==> config.mk <==
export PLATFORM = sky130hd
export DESIGN_NAME = bmf_port_ctrl
export DESIGN_NICKNAME = d
export VERILOG_FILES = /design/src/rtl/bmf_pkg.sv /design/src/rtl/bmf_port_ctrl.sv /design/src/rtl/bmf_fifo.sv
export SDC_FILE = /design/constraint.sdc
export NUM_CORES = 1
export LEC_CHECK = 0
export BUFFER_PORTS_ARGS = -buffer_cell sky130_fd_sc_hd__buf_2
export CAP_MARGIN = 20
export CORE_MARGIN = 2
export CORE_UTILIZATION = 51
export CTS_CLUSTER_DIAMETER = 200
export DETAILED_ROUTE_END_ITERATION = 8
export PLACE_DENSITY = 0.71
export SLEW_MARGIN = 30
export SYNTH_ARGS = -nofsm -noshare
export SYNTH_HDL_FRONTEND = slang
export SYNTH_SLANG_ARGS = --single-unit
==> constraint.sdc <==
create_clock -name i_clk -period 4.5 [get_ports i_clk]
set_clock_uncertainty 0.05 [all_clocks]
set_input_delay 0.225 -clock i_clk [delete_from_list [all_inputs] [get_ports i_clk]]
set_output_delay 0.225 -clock i_clk [all_outputs]
set_load 0.03 [all_outputs]
==> src/rtl/bmf_pkg.sv <==
// Shared constants, pin carriers and decode functions of the bus-matching FIFO port control
package bmf_pkg;

  localparam int BMF_WORD_W = 36;
  localparam int BMF_FIFO_DEPTH = 16;
  localparam logic [35:0] BMF_WORD_ZERO = 36'h000000000;
  localparam logic [35:0] BMF_MASK_36 = 36'hFFFFFFFFF;
  localparam logic [35:0] BMF_MASK_18 = 36'h00003FFFF;
  localparam logic [35:0] BMF_MASK_9 = 36'h0000001FF;
  localparam logic [1:0] BMF_LAST_LANE_36 = 2'h0;
  localparam logic [1:0] BMF_LAST_LANE_18 = 2'h1;
  localparam logic [1:0] BMF_LAST_LANE_9 = 2'h3;
  localparam logic [1:0] BMF_LANE_FIRST = 2'h0;
  localparam logic [7:0] BMF_OFFSET_8 = 8'h08;
  localparam logic [7:0] BMF_OFFSET_16 = 8'h10;
  localparam logic [7:0] BMF_OFFSET_64 = 8'h40;
  localparam logic [7:0] BMF_OFFSET_NONE = 8'h00;
  localparam logic [1:0] BMF_SEL_OFFSET_8 = 2'h0;
  localparam logic [1:0] BMF_SEL_OFFSET_16 = 2'h1;
  localparam logic [1:0] BMF_SEL_OFFSET_64 = 2'h2;

  typedef struct packed {
    logic a_side_clock;
    logic a_side_gate;
    logic a_side_direction;
    logic a_side_mailbox_select;
    logic [35:0] data;
  } bmf_a_pins_s;

  typedef struct packed {
    logic b_side_clock;
    logic b_side_select_n;
    logic b_side_direction;
    logic b_side_mailbox_select;
    logic [35:0] data;
  } bmf_b_pins_s;

  typedef struct packed {
    logic full_reset_n;
    logic flush_reset_n;
    logic mailbox_reset_n;
    logic rewind_n;
    logic fall_through_mode;
  } bmf_misc_pins_s;

  typedef struct packed {
    logic serial_offset_load_n;
    logic [1:0] offset_sel;
    logic bus_match_select;
    logic bus_size_byte;
    logic endian_select;
  } bmf_cfg_s;

  localparam bmf_a_pins_s BMF_A_RESET = '{1'b0, 1'b0, 1'b1, 1'b0, 36'h000000000};
  localparam bmf_b_pins_s BMF_B_RESET = '{1'b0, 1'b1, 1'b0, 1'b0, 36'h000000000};
  localparam bmf_misc_pins_s BMF_MISC_RESET = '{1'b1, 1'b1, 1'b1, 1'b1, 1'b0};
  localparam bmf_cfg_s BMF_CFG_RESET = '{1'b1, 2'h0, 1'b0, 1'b0, 1'b0};

  // Level filter: follows the input once the last two stages agree
  function automatic logic [BMF_WORD_W-1:0] bmf_filter(input logic [BMF_WORD_W-1:0] s2,
                                                       input logic [BMF_WORD_W-1:0] s3,
                                                       input logic [BMF_WORD_W-1:0] lvl);
    return (s2 & s3) | (lvl & (s2 | s3));
  endfunction

  function automatic logic [1:0] bmf_last_lane(input bmf_cfg_s c);
    logic [1:0] r;
    r = BMF_LAST_LANE_36;
    if (c.bus_match_select)
    begin
      r = c.bus_size_byte ? BMF_LAST_LANE_9 : BMF_LAST_LANE_18;
    end
    return r;
  endfunction

  function automatic logic [35:0] bmf_width_mask(input bmf_cfg_s c);
    logic [35:0] r;
    r = BMF_MASK_36;
    if (c.bus_match_select)
    begin
      r = c.bus_size_byte ? BMF_MASK_9 : BMF_MASK_18;
    end
    return r;
  endfunction

  // Picks the Port B lane of a long-word; big endian sends the top lane first
  function automatic logic [35:0] bmf_lane_pick(input logic [35:0] w, input logic [1:0] lane,
                                                input bmf_cfg_s c);
    logic [1:0] idx;
    logic [35:0] r;
    idx = c.endian_select ? (bmf_last_lane(c) - lane) : lane;
    r = w;
    if (c.bus_match_select && c.bus_size_byte)
    begin
      unique case (idx)
        2'h0: r = {27'h0000000, w[8:0]};
        2'h1: r = {27'h0000000, w[17:9]};
        2'h2: r = {27'h0000000, w[26:18]};
        2'h3: r = {27'h0000000, w[35:27]};
      endcase
    end
    else if (c.bus_match_select)
    begin
      r = idx[0] ? {18'h00000, w[35:18]} : {18'h00000, w[17:0]};
    end
    return r;
  endfunction

endpackage

==> src/rtl/bmf_port_ctrl.sv <==
// Port control of a unidirectional bus-matching FIFO: mailboxes, resets, rewind, port decode
// Behaviour
// - Port B read: mailbox if selected, else FIFO
// - Port B mailbox write goes only to mailbox
// - A-to-B flag drops on its mailbox write
// - A-to-B mailbox write ignored while flag low
// - A-to-B flag rises on Port B mailbox read
// - Full and flush resets leave A-to-B flag high
// - B-to-A flag drops on its mailbox write
// - B-to-A mailbox write blocked while flag low
// - B-to-A flag rises on Port A mailbox read
// - Resets leave B-to-A flag high
// - Reset low clears pointers and output register
// - Full reset latches offset, size, endian setup
// - Mailbox reset low clears B-to-A mailbox
// - Flush reset keeps the latched configuration
// - Rewind strobe returns read pointer to zero
// - Rewind acts only in standard timing mode
// - Size high gives 9 bits, low 18
// - Serial load select picks offset loading method
// - Port A direction high writes, low reads
// - Port B direction low writes, high reads
// - Port A moves only with gate high
// - Port B moves only with select low
// - Port A mailbox select steers to mailbox
`timescale 1ns/1ps
module bmf_port_ctrl
  import bmf_pkg::*;
#(
  parameter int FIFO_DEPTH = BMF_FIFO_DEPTH
)
(
  // Clock and reset
  input wire logic i_clk,
  input wire logic i_sys_rst,
  // Port pins, all asynchronous to i_clk
  input wire bmf_a_pins_s i_a_pins,
  input wire bmf_b_pins_s i_b_pins,
  input wire bmf_misc_pins_s i_misc_pins,
  input wire bmf_cfg_s i_cfg_pins,
  // Port A read data
  output logic [35:0] o_a_data,
  output logic o_a_data_oe,
  // Port B read data
  output logic [35:0] o_b_data,
  output logic o_b_data_oe,
  // Status
  output logic o_a_to_b_mail_flag_n,
  output logic o_b_to_a_mail_flag_n,
  output logic o_fifo_ready,
  output logic o_fifo_empty_n,
  output bmf_cfg_s o_active_cfg,
  output logic [7:0] o_default_offset
);

  // Three-stage pin synchronisers
  bmf_a_pins_s a_s1_q, a_s2_q, a_s3_q;
  bmf_b_pins_s b_s1_q, b_s2_q, b_s3_q;
  bmf_misc_pins_s m_s1_q, m_s2_q, m_s3_q;
  bmf_cfg_s c_s1_q, c_s2_q, c_s3_q;

  // Stage 1 feeds only stage 2; the level filters read stages 2 and 3, the rest of the decode stage 3
  always_ff @(posedge i_clk)
  begin
    if (i_sys_rst)
    begin
      a_s1_q <= BMF_A_RESET;
      a_s2_q <= BMF_A_RESET;
      a_s3_q <= BMF_A_RESET;
    end
    else
    begin
      a_s1_q <= i_a_pins;
      a_s2_q <= a_s1_q;
      a_s3_q <= a_s2_q;
    end
  end

  always_ff @(posedge i_clk)
  begin
    if (i_sys_rst)
    begin
      b_s1_q <= BMF_B_RESET;
      b_s2_q <= BMF_B_RESET;
      b_s3_q <= BMF_B_RESET;
    end
    else
    begin
      b_s1_q <= i_b_pins;
      b_s2_q <= b_s1_q;
      b_s3_q <= b_s2_q;
    end
  end

  always_ff @(posedge i_clk)
  begin
    if (i_sys_rst)
    begin
      m_s1_q <= BMF_MISC_RESET;
      m_s2_q <= BMF_MISC_RESET;
      m_s3_q <= BMF_MISC_RESET;
    end
    else
    begin
      m_s1_q <= i_misc_pins;
      m_s2_q <= m_s1_q;
      m_s3_q <= m_s2_q;
    end
  end

  always_ff @(posedge i_clk)
  begin
    if (i_sys_rst)
    begin
      c_s1_q <= BMF_CFG_RESET;
      c_s2_q <= BMF_CFG_RESET;
      c_s3_q <= BMF_CFG_RESET;
    end
    else
    begin
      c_s1_q <= i_cfg_pins;
      c_s2_q <= c_s1_q;
      c_s3_q <= c_s2_q;
    end
  end

  // Filtered levels of the port clocks and the reset and mode pins
  logic a_clk_q, b_clk_q;
  bmf_misc_pins_s m_lvl_q, m_prev_q;

  wire logic [35:0] a_clk_f = bmf_filter({35'h0, a_s2_q.a_side_clock},
                                         {35'h0, a_s3_q.a_side_clock}, {35'h0, a_clk_q});
  wire logic [35:0] b_clk_f = bmf_filter({35'h0, b_s2_q.b_side_clock},
                                         {35'h0, b_s3_q.b_side_clock}, {35'h0, b_clk_q});
  wire logic [35:0] m_f = bmf_filter({31'h0, m_s2_q}, {31'h0, m_s3_q}, {31'h0, m_lvl_q});
  wire bmf_misc_pins_s m_lvl_d = m_f[4:0];

  always_ff @(posedge i_clk)
  begin
    if (i_sys_rst)
    begin
      a_clk_q <= 1'b0;
      b_clk_q <= 1'b0;
      m_lvl_q <= BMF_MISC_RESET;
      m_prev_q <= BMF_MISC_RESET;
    end
    else
    begin
      a_clk_q <= a_clk_f[0];
      b_clk_q <= b_clk_f[0];
      m_lvl_q <= m_lvl_d;
      m_prev_q <= m_lvl_q;
    end
  end

  // Port decode at each detected port-clock rising edge
  wire logic a_rise = a_clk_f[0] && !a_clk_q;
  wire logic b_rise = b_clk_f[0] && !b_clk_q;
  wire logic a_xfer = a_rise && a_s3_q.a_side_gate;
  wire logic a_wr = a_xfer && a_s3_q.a_side_direction;
  wire logic a_rd = a_xfer && !a_s3_q.a_side_direction;
  wire logic a_mb_wr = a_wr && a_s3_q.a_side_mailbox_select;
  wire logic a_mb_rd = a_rd && a_s3_q.a_side_mailbox_select;
  wire logic a_fifo_wr = a_wr && !a_s3_q.a_side_mailbox_select;
  wire logic b_xfer = b_rise && !b_s3_q.b_side_select_n;
  wire logic b_wr = b_xfer && !b_s3_q.b_side_direction;
  wire logic b_rd = b_xfer && b_s3_q.b_side_direction;
  wire logic b_mb_wr = b_wr && b_s3_q.b_side_mailbox_select;
  wire logic b_mb_rd = b_rd && b_s3_q.b_side_mailbox_select;
  wire logic b_fifo_rd = b_rd && !b_s3_q.b_side_mailbox_select;

  // Reset decode
  wire logic clr_all = i_sys_rst || !m_lvl_q.full_reset_n || !m_lvl_q.flush_reset_n;
  wire logic full_release = m_lvl_q.full_reset_n && !m_prev_q.full_reset_n;
  wire logic rewind_strobe = !m_lvl_q.rewind_n && m_prev_q.rewind_n;
  wire logic rewind_go = rewind_strobe && !m_lvl_q.fall_through_mode;

  // Active configuration, latched only when the full reset is released
  bmf_cfg_s cfg_q;

  always_ff @(posedge i_clk)
  begin
    if (i_sys_rst)
    begin
      cfg_q <= BMF_CFG_RESET;
    end
    else if (full_release)
    begin
      cfg_q <= c_s3_q;
    end
  end

  wire logic [35:0] width_mask = bmf_width_mask(cfg_q);
  wire logic [1:0] last_lane = bmf_last_lane(cfg_q);
  wire logic [7:0] sel_offset = (cfg_q.offset_sel == BMF_SEL_OFFSET_8) ? BMF_OFFSET_8 :
                                (cfg_q.offset_sel == BMF_SEL_OFFSET_16) ? BMF_OFFSET_16 :
                                (cfg_q.offset_sel == BMF_SEL_OFFSET_64) ? BMF_OFFSET_64 :
                                BMF_OFFSET_NONE;

  // Mailboxes and their flags
  logic [35:0] a_to_b_mailbox_q, b_to_a_mailbox_q;
  logic a_to_b_mail_flag_n_q, b_to_a_mail_flag_n_q;

  wire logic a_to_b_store = a_mb_wr && a_to_b_mail_flag_n_q;
  wire logic b_to_a_store = b_mb_wr && b_to_a_mail_flag_n_q;
  wire logic b_to_a_clr = clr_all || !m_lvl_q.mailbox_reset_n;

  // A store and a read in one cycle leave the mail pending

  always_ff @(posedge i_clk)
  begin
    if (clr_all)
    begin
      a_to_b_mail_flag_n_q <= 1'b1;
      a_to_b_mailbox_q <= BMF_WORD_ZERO;
    end
    else if (a_to_b_store)
    begin
      a_to_b_mail_flag_n_q <= 1'b0;
      a_to_b_mailbox_q <= a_s3_q.data & width_mask;
    end
    else if (b_mb_rd)
    begin
      a_to_b_mail_flag_n_q <= 1'b1;
    end
  end

  always_ff @(posedge i_clk)
  begin
    if (b_to_a_clr)
    begin
      b_to_a_mail_flag_n_q <= 1'b1;
      b_to_a_mailbox_q <= BMF_WORD_ZERO;
    end
    else if (b_to_a_store)
    begin
      b_to_a_mail_flag_n_q <= 1'b0;
      b_to_a_mailbox_q <= b_s3_q.data & width_mask;
    end
    else if (a_mb_rd)
    begin
      b_to_a_mail_flag_n_q <= 1'b1;
    end
  end

  // FIFO in the A-to-B data path
  logic fifo_wr_ready, fifo_rd_valid;
  logic [35:0] fifo_rd_data;
  logic [1:0] lane_q;
  logic load_pend_q;

  wire logic fifo_push = a_fifo_wr && fifo_wr_ready;
  wire logic lane_start = (lane_q == BMF_LANE_FIRST);
  wire logic fifo_pop = b_fifo_rd && lane_start && fifo_rd_valid;
  wire logic lane_more = b_fifo_rd && !lane_start;
  wire logic [1:0] lane_after_pop = (last_lane == BMF_LANE_FIRST) ? BMF_LANE_FIRST : 2'h1;
  wire logic [1:0] lane_next = (lane_q == last_lane) ? BMF_LANE_FIRST : lane_q + 2'h1;

  bmf_fifo #(
    .WIDTH(BMF_WORD_W),
    .DEPTH(FIFO_DEPTH)
  ) u_fifo (
    .i_clk(i_clk),
    .i_sys_rst(i_sys_rst),
    .i_clear(clr_all),
    .i_rewind(rewind_go),
    .i_wr_valid(a_fifo_wr),
    .o_wr_ready(fifo_wr_ready),
    .i_wr_data(a_s3_q.data),
    .o_rd_valid(fifo_rd_valid),
    .i_rd_ready(fifo_pop),
    .o_rd_data(fifo_rd_data)
  );

  // Port B output register and lane sequencing
  logic [35:0] b_word_q, b_out_q, a_out_q;

  // A pop cut short by a rewind must not load a stale word
  always_ff @(posedge i_clk)
  begin
    if (clr_all)
    begin
      lane_q <= BMF_LANE_FIRST;
      load_pend_q <= 1'b0;
    end
    else
    begin
      load_pend_q <= fifo_pop && !rewind_go;
      if (rewind_go)
      begin
        lane_q <= BMF_LANE_FIRST;
      end
      else if (fifo_pop)
      begin
        lane_q <= lane_after_pop;
      end
      else if (lane_more)
      begin
        lane_q <= lane_next;
      end
    end
  end

  always_ff @(posedge i_clk)
  begin
    if (clr_all)
    begin
      b_out_q <= BMF_WORD_ZERO;
      b_word_q <= BMF_WORD_ZERO;
    end
    else if (load_pend_q)
    begin
      b_word_q <= fifo_rd_data;
      b_out_q <= bmf_lane_pick(fifo_rd_data, BMF_LANE_FIRST, cfg_q);
    end
    else if (lane_more)
    begin
      b_out_q <= bmf_lane_pick(b_word_q, lane_q, cfg_q);
    end
    else if (b_mb_rd)
    begin
      b_out_q <= a_to_b_mailbox_q & width_mask;
    end
  end

  // Port A read data from the B-to-A mailbox
  always_ff @(posedge i_clk)
  begin
    if (i_sys_rst)
    begin
      a_out_q <= BMF_WORD_ZERO;
    end
    else if (a_mb_rd)
    begin
      a_out_q <= b_to_a_mailbox_q;
    end
  end

  assign o_a_data = a_out_q;
  assign o_a_data_oe = !a_s3_q.a_side_direction;
  assign o_b_data = b_out_q;
  assign o_b_data_oe = b_s3_q.b_side_direction && !b_s3_q.b_side_select_n;
  assign o_a_to_b_mail_flag_n = a_to_b_mail_flag_n_q;
  assign o_b_to_a_mail_flag_n = b_to_a_mail_flag_n_q;
  assign o_fifo_ready = fifo_wr_ready;
  assign o_fifo_empty_n = fifo_rd_valid;
  assign o_active_cfg = cfg_q;
  assign o_default_offset = cfg_q.serial_offset_load_n ? sel_offset : BMF_OFFSET_NONE;

endmodule // bmf_port_ctrl

==> src/rtl/bmf_fifo.sv <==
// Data FIFO with registered read data, clear and rewind of the read pointer
`timescale 1ns/1ps
module bmf_fifo
  import bmf_pkg::*;
#(
  parameter int WIDTH = BMF_WORD_W,
  parameter int DEPTH = BMF_FIFO_DEPTH
)
(
  // Clock and reset
  input wire logic i_clk,
  input wire logic i_sys_rst,
  input wire logic i_clear,
  input wire logic i_rewind,
  // Fill side
  input wire logic i_wr_valid,
  output logic o_wr_ready,
  input wire logic [WIDTH-1:0] i_wr_data,
  // Drain side
  output logic o_rd_valid,
  input wire logic i_rd_ready,
  output logic [WIDTH-1:0] o_rd_data
);

  localparam int PTR_W = $clog2(DEPTH);
  localparam int CNT_W = $clog2(DEPTH + 1);
  localparam logic [CNT_W-1:0] DEPTH_C = CNT_W'(DEPTH);
  localparam logic [CNT_W-1:0] CNT_ONE = CNT_W'(1);

  logic [WIDTH-1:0] mem [DEPTH];
  logic [PTR_W-1:0] wr_ptr_q;
  logic [PTR_W-1:0] rd_ptr_q;
  logic [CNT_W-1:0] count_q;
  logic [CNT_W-1:0] written_q;
  logic [WIDTH-1:0] rd_data_q;

  wire logic push = i_wr_valid && o_wr_ready;
  wire logic pop = i_rd_ready && o_rd_valid && !i_rewind;
  wire logic [CNT_W-1:0] written_next = (push && written_q != DEPTH_C) ? written_q + CNT_ONE
                                                                       : written_q;

  assign o_wr_ready = (count_q != DEPTH_C);
  assign o_rd_valid = (count_q != '0);
  assign o_rd_data = rd_data_q;

  always_ff @(posedge i_clk)
  begin
    if (push)
    begin
      mem[wr_ptr_q] <= i_wr_data;
    end
  end

  always_ff @(posedge i_clk)
  begin
    if (i_sys_rst || i_clear)
    begin
      wr_ptr_q <= '0;
      rd_ptr_q <= '0;
      count_q <= '0;
      written_q <= '0;
      rd_data_q <= '0;
    end
    else
    begin
      wr_ptr_q <= push ? wr_ptr_q + 1'b1 : wr_ptr_q;
      written_q <= written_next;
      if (i_rewind)
      begin
        // Replay starts again from location zero
        rd_ptr_q <= '0;
        count_q <= written_next;
      end
      else
      begin
        rd_ptr_q <= pop ? rd_ptr_q + 1'b1 : rd_ptr_q;
        count_q <= count_q + (push ? CNT_ONE : '0) - (pop ? CNT_ONE : '0);
      end
      if (pop)
      begin
        rd_data_q <= mem[rd_ptr_q];
      end
    end
  end

endmodule // bmf_fifo

After elaboration in Yosys (flattened, before gate mapping):

Memories as Yosys holds them, arrays and structs flattened. A register that Yosys moved wholly into a read port is not among the register bits.
Cells that the tools add are included.

* logic and storage cells: 221
* memories kept: 1
* bits in registers: 491
* bits of input ports: 93
* output and inout port bits: 92
* memory bits (writable): 576

Memories
* u_fifo.mem: depth 16, width 36, rd ports 1, clocked after memory_dff 1, write ports 1, RTL line bmf_fifo.sv:30 `logic [WIDTH-1:0] mem [DEPTH];`

* muxes and demuxes: 40
* add/sub/neg operators: 7
* reductions and logical operators: 60
* bitwise operators: 15
* equal/unequal tests: 11

Operators with widths (number)
* two-way mux 36 bit: 8
* case mux 36 bit (4 select lines): 2
* bitwise AND 36 bit: 3
* two-way mux 18 bit: 3
* logical AND 1 bit: 29
* two-way mux 7 bit: 4
* two-way mux 2 bit: 12
* zero test 1 bit: 15
* bitwise AND 5 bit: 2
* == test 2 bit, second input constant: 5
* zero test 2 bit: 5
* two-way mux 5 bit: 2
* != test 5 bit, second input constant: 2
* bitwise OR 5 bit: 2
* two-way mux 1 bit: 9
* adder 4 x 1 -> 4 bit, second input constant: 2
* == test 2 x 1 -> 1 bit, second input constant: 3
* nonzero test 2 bit: 3
* adder 5 x 1 -> 5 bit, second input constant: 1
* adder 5 bit: 1
* nonzero test 5 bit: 1
* subtractor 5 bit: 1
* bitwise AND 1 bit: 4
* logical OR 1 bit: 4
* other kinds (6): 10

Longest topological paths before layout:

* depth after elaboration: 18
* depth in mapped cells: 19
* depth with buffers taken out: 17

By module:

From an unflattened synthesis, not the netlist that was laid out.

* cells, all modules: 2804
* area, all modules: 40288.6 sq um

Modules (own cells, without submodules)
* bmf_fifo: cells an instance 1090, times used 1, seq. area each 18377.6 sq um, area an instance 23980.5 sq um
* bmf_port_ctrl: cells an instance 1714, times used 1, seq. area each 9469.1 sq um, area an instance 16308.1 sq um

Worst setup path after synthesis:

No wires, ideal clock.

* kind: register to register
* from: reg u_fifo.count_q[2]
* to: mem u_fifo.mem[3][0] (netlist bit) (enable)
* path buffers: 1
* required time: 3976 ps
* setup time: 474 ps
* stages on the path, launching flop included: 8
* path slack: 56 ps
* period minus slack after synthesis: 4444 ps
* arrival time: 3920 ps
* path through: dfxtp_1 -> inv_1 -> ha_1 -> nand4bb_1 -> and4b_1 -> buf_2 -> nand2_1 -> nor3_1

* longest elaborated chain between the ends: 4

Ends and longest elaborated chain
* start, declared: RTL line bmf_fifo.sv:33 `logic [CNT_W-1:0] count_q;`
* start signal, assigned: RTL line bmf_fifo.sv:72 `count_q <= written_next;`
* start signal, assigned: RTL line bmf_fifo.sv:77 `count_q <= count_q + (push ? CNT_ONE : '0) - (pop ? CNT_ONE : '0);`
* != test 5 bit: RTL line bmf_fifo.sv:42 `assign o_wr_ready = (count_q != DEPTH_C);`
* via o_fifo_ready: RTL line bmf_port_ctrl.sv:50 `output logic o_fifo_ready,`
* logical AND 1 bit: RTL line bmf_fifo.sv:37 `wire logic push = i_wr_valid && o_wr_ready;`
* via u_fifo.push: RTL line bmf_fifo.sv:37
* two-way mux 1 bit: RTL line bmf_fifo.sv:48 `if (push)`
* two-way mux 1 bit (implied by the code): RTL line bmf_fifo.sv:50 `mem[wr_ptr_q] <= i_wr_data;`
* end, declared: RTL line bmf_fifo.sv:30

The timed path passes the listed nets, and every way through them passes these cells.

Worst setup path in the final report:

* from: reg lane_q[1]
* to: reg u_fifo.count_q[4]

* longest elaborated chain between the ends: 8

Ends and longest elaborated chain
* start, declared: RTL line bmf_port_ctrl.sv:249 `logic [1:0] lane_q;`
* start signal, assigned: RTL line bmf_port_ctrl.sv:295 `lane_q <= lane_after_pop;`
* start signal, assigned: RTL line bmf_port_ctrl.sv:299 `lane_q <= lane_next;`
* zero test 2 bit: RTL line bmf_port_ctrl.sv:253 `wire logic lane_start = (lane_q == BMF_LANE_FIRST);`
* logical AND 1 bit (2 in a row): RTL line bmf_port_ctrl.sv:254 `wire logic fifo_pop = b_fifo_rd && lane_start && fifo_rd_valid;`
* logical AND 1 bit (2 in a row): RTL line bmf_fifo.sv:38 `wire logic pop = i_rd_ready && o_rd_valid && !i_rewind;`
* two-way mux 1 bit: RTL line bmf_fifo.sv:77
* subtractor 5 bit: RTL line bmf_fifo.sv:77
* two-way mux 5 bit: RTL line bmf_fifo.sv:68 `if (i_rewind)`

Every way passes these cells.
A chain may end at the register's enable or synchronous reset.

==> impl_metrics.py <==
metrics = {
    "outcome": {
        "status": "completed",
    },
    "yosys": {
        "yosysMostFrequentCell": "edfxtp_1",
        "synth-seq-cells": 1103,
        "ys_warn_count": 0,
        "yosysTopAreaCellShare_pct": 43.0,
        "synth_edf_count": 576,
        "ys_top_cells_by_count": "edfxtp_1, dfxtp_1, nand2_1, nor2b_1, a21oi_1",
        "ys_types": 65,
        "synth.top_cells.by_area": "edfxtp_1, dfxtp_1, mux4_2, nor2b_1, a21oi_1",
        "synth_top_area_cell": "edfxtp_1",
        "ys.flop_type": "edfxtp_1",
        "syn-instance-count": 2770,
        "async_flop_share_pct": 0,
        "ys_seq_area_share_pct": 69.2,
        "synth.avg_cell_area_um2": 14.5,
        "mappedNetlistArea_mm2": 0.0402,
    },
    "global_route": {
        "overflow": 0,
        "grt_max_degree": 124,
        "grt_pass1_vias": 23600,
        "antenna_found_initial": 4,
        "grt_usage_pct": 24.1,
        "grt_pass1_wl_mm": 148,
    },
    "placement": {
        "post-place-ws_ps": 1060,
        "dpl.hpwl_mm": 58.5,
        "gp_congestion": 0.879,
        "placed_cells": 3866,
        "io_buffers": 179,
        "place_area_mm2": 0.0423,
    },
    "setup_path": {
        "cp-start-kind": "flop",
        "max_stage_delay_ps": 430,
        "worstSetupPathType": "flop to flop",
        "crit_top_cell": "inv_1",
        "cp_slowest_cell": "fa_1",
        "critPathTopFamily": "adder cells",
        "reg2reg_to": "u_fifo.count_q[4]",
        "cp_max_fo": 13,
        "rr_worst_depth": 17,
        "path_buf_inv": 5,
        "critPathCaptureType": "flop",
        "required_ps": 4970,
        "cp_cell_sequence": "inv_1 > ha_1 > nor2b_1 > nand4_1 > or2_1 > inv_1 > ha_1 > inv_1 > ha_1 > inv_1 > fa_1 > inv_1 > a21oi_1 > nor2_1 > nor2_1 > xnor2_1 > o22ai_1",
        "r2r_slack_ps": 920,
        "r2r-start": "lane_q[1]",
        "arrival_ps": 4050,
    },
    "worst_hold_path": {
        "holdPathStages": 3,
        "hold_start": "i_b_pins[38]",
        "hold_path_class": "primary input to flop",
        "holdPathEnd": "b_s1_q[38]",
    },
    "sta": {
        "worst_slack_ps": 918,
        "tightestPinTransition_ps": 932,
        "min_period_over_period_pct": 79.6,
        "finalHoldViolCount": 0,
        "fmax_mhz": 279,
        "whs_ps": 237,
        "min_period_ps": 3580,
        "setup_violations": 0,
        "maxSlewHeadroom_pct": 37.8,
        "slew_violations": 0,
        "finalSetupTns_ps": 0,
        "grt_setup_unrepaired": "no",
    },
    "die": {
        "io_pins": 185,
        "initial_core_util_pct": 51.8,
        "die_x_um": 285,
        "core_area_mm2": 0.0777,
        "num_rows": 102,
        "die_area_mm2": 0.0811,
        "die_h_um": 285,
    },
    "power_and_ir_drop": {
        "p_seq_share_pct": 52.6,
        "p_leak_nw": 16.1,
        "intPower_mw": 16.2,
        "finalPower_mw": 20.3,
        "ir_drop_uv": 381,
        "switchingPower_mw": 4.08,
        "p_clk_share_pct": 45.8,
        "power.share.combinational_pct": 1.5,
        "p_sw_share_pct": 20.1,
        "powerDensity_mw_per_mm2": 431,
    },
    "detailed_routing": {
        "routed_via_density": 5.73,
        "drtPass1Iterations": 7,
        "drt_wl_total_mm": 98.5,
        "antenna_left": 0,
        "vias": 23900,
        "drtIter0Drc": 2396,
        "drc_errors": 0,
        "detail_route.wl_per_cell_um": 23.6,
    },
    "job": {
        "cap_viol_max_count": 0,
    },
    "final_layout": {
        "fin_area_mm2": 0.0471,
        "area_growth_pct": 17.0,
        "fillers": 5703,
        "seq_area_mm2": 0.0279,
        "final_nets": 3146,
        "drive_gt1_share_pct": 21.2,
        "multi_input_area_mm2": 0.0116,
        "final_util_pct": 60.5,
        "layout.cells.non_filler": 4173,
    },
    "clock_tree": {
        "clock_path_buffers": 3,
        "cts_resized": 0,
        "clk_pin_slew_worst_paths_ps": 60,
        "root_buffer": "clkbuf_16",
        "cts_tree": "built",
        "cts_buffers": 108,
        "cts_max_level": 3,
        "cts_hold_buf": 101,
        "post_cts_buffers": 0,
        "clk_latency_ps": 670,
        "clock-sinks": 1103,
    },
}
power by group through the flow:
stage	registers (mW)	logic, mW	clock network, mW
after detailed placement	10.9	0.236	0
after floorplan	10.9	0.160	0
final	10.7	0.308	9.30
after global routing	10.7	0.333	9.82
after CTS	10.7	0.307	9.41
after global placement	10.9	0.232	0
kinds of logic after synthesis:
group | share of synthesized area [%]
flip-flops | 69.2
XOR/XNOR | 0.392
other | 0.00932
AND/OR/NAND/NOR | 10.2
multiplexers | 11.7
buffers and inverters | 2.29
AO/OA/AOI/OAI | 5.58
adder cells (fa/ha/maj) | 0.516
placed cells by master (no fill, tap or decap), drive strengths merged, types with 64 or more instances in the layout:
master | Yosys | layout
dfxtp | 527 | 527
dlygate4sd3 | 0 | 101
nand2 | 259 | 259
mux2i | 64 | 64
nor2b | 259 | 259
buf | 66 | 234
clkbuf | 116 | 153
mux4 | 180 | 180
edfxtp | 576 | 576
a21oi | 201 | 201
nor2 | 124 | 124
flip-flops by register name (all words and copies together) (netlist names), 40 cells and up:
register    count
a_s1_q         40
a_s3_q         40
b_s3_q         40
u_fifo.mem    576
a_s2_q         40
b_s1_q         40
b_s2_q         40
worst reg2reg max path: cells and delay by family, from the launching register on:
family	cells	cell delay, ps
flops	1	310
simple gates	5	1050
xor+xnor	1	150
buf+inv	5	640
fa+ha+maj	4	1100
compound gates	2	150
routing by layer:
layer | up-vias | part of all wire (%) | track usage [%]
met2 | 974 | 48 | 38.4
met4 | 2 | 2.7 | 7.13
li1 | 10700 | - | -
met3 | 172 | 7.9 | 4.79
met5 | - | 0.0091 | 0
met1 | 12100 | 41 | 33.9
worst max path at each step:
stage	startpoint	end	slack [ps]	cells after the start
global placement	lane_q[1]	u_fifo.count_q[4]	1080	17
finish	lane_q[1]	u_fifo.count_q[4]	920	17
floorplan	u_fifo.count_q[2]	u_fifo.mem[3][0]	60	7
CTS	lane_q[1]	u_fifo.count_q[4]	1040	17
global route	lane_q[1]	u_fifo.count_q[4]	650	17
detailed placement	lane_q[1]	u_fifo.count_q[4]	1060	17
area by class of cell:
class                      instances  area share [%]
sequential                      1103            59.2
multi-input combinational       1463            24.7
clock buffer                     153            6.96
timing repair buffer             335            5.13
tap                             1040            2.77
clock inverter                    52            1.05
inverter                          26           0.207
antenna                            1         0.00532
Power figures use the tool's default switching activity.
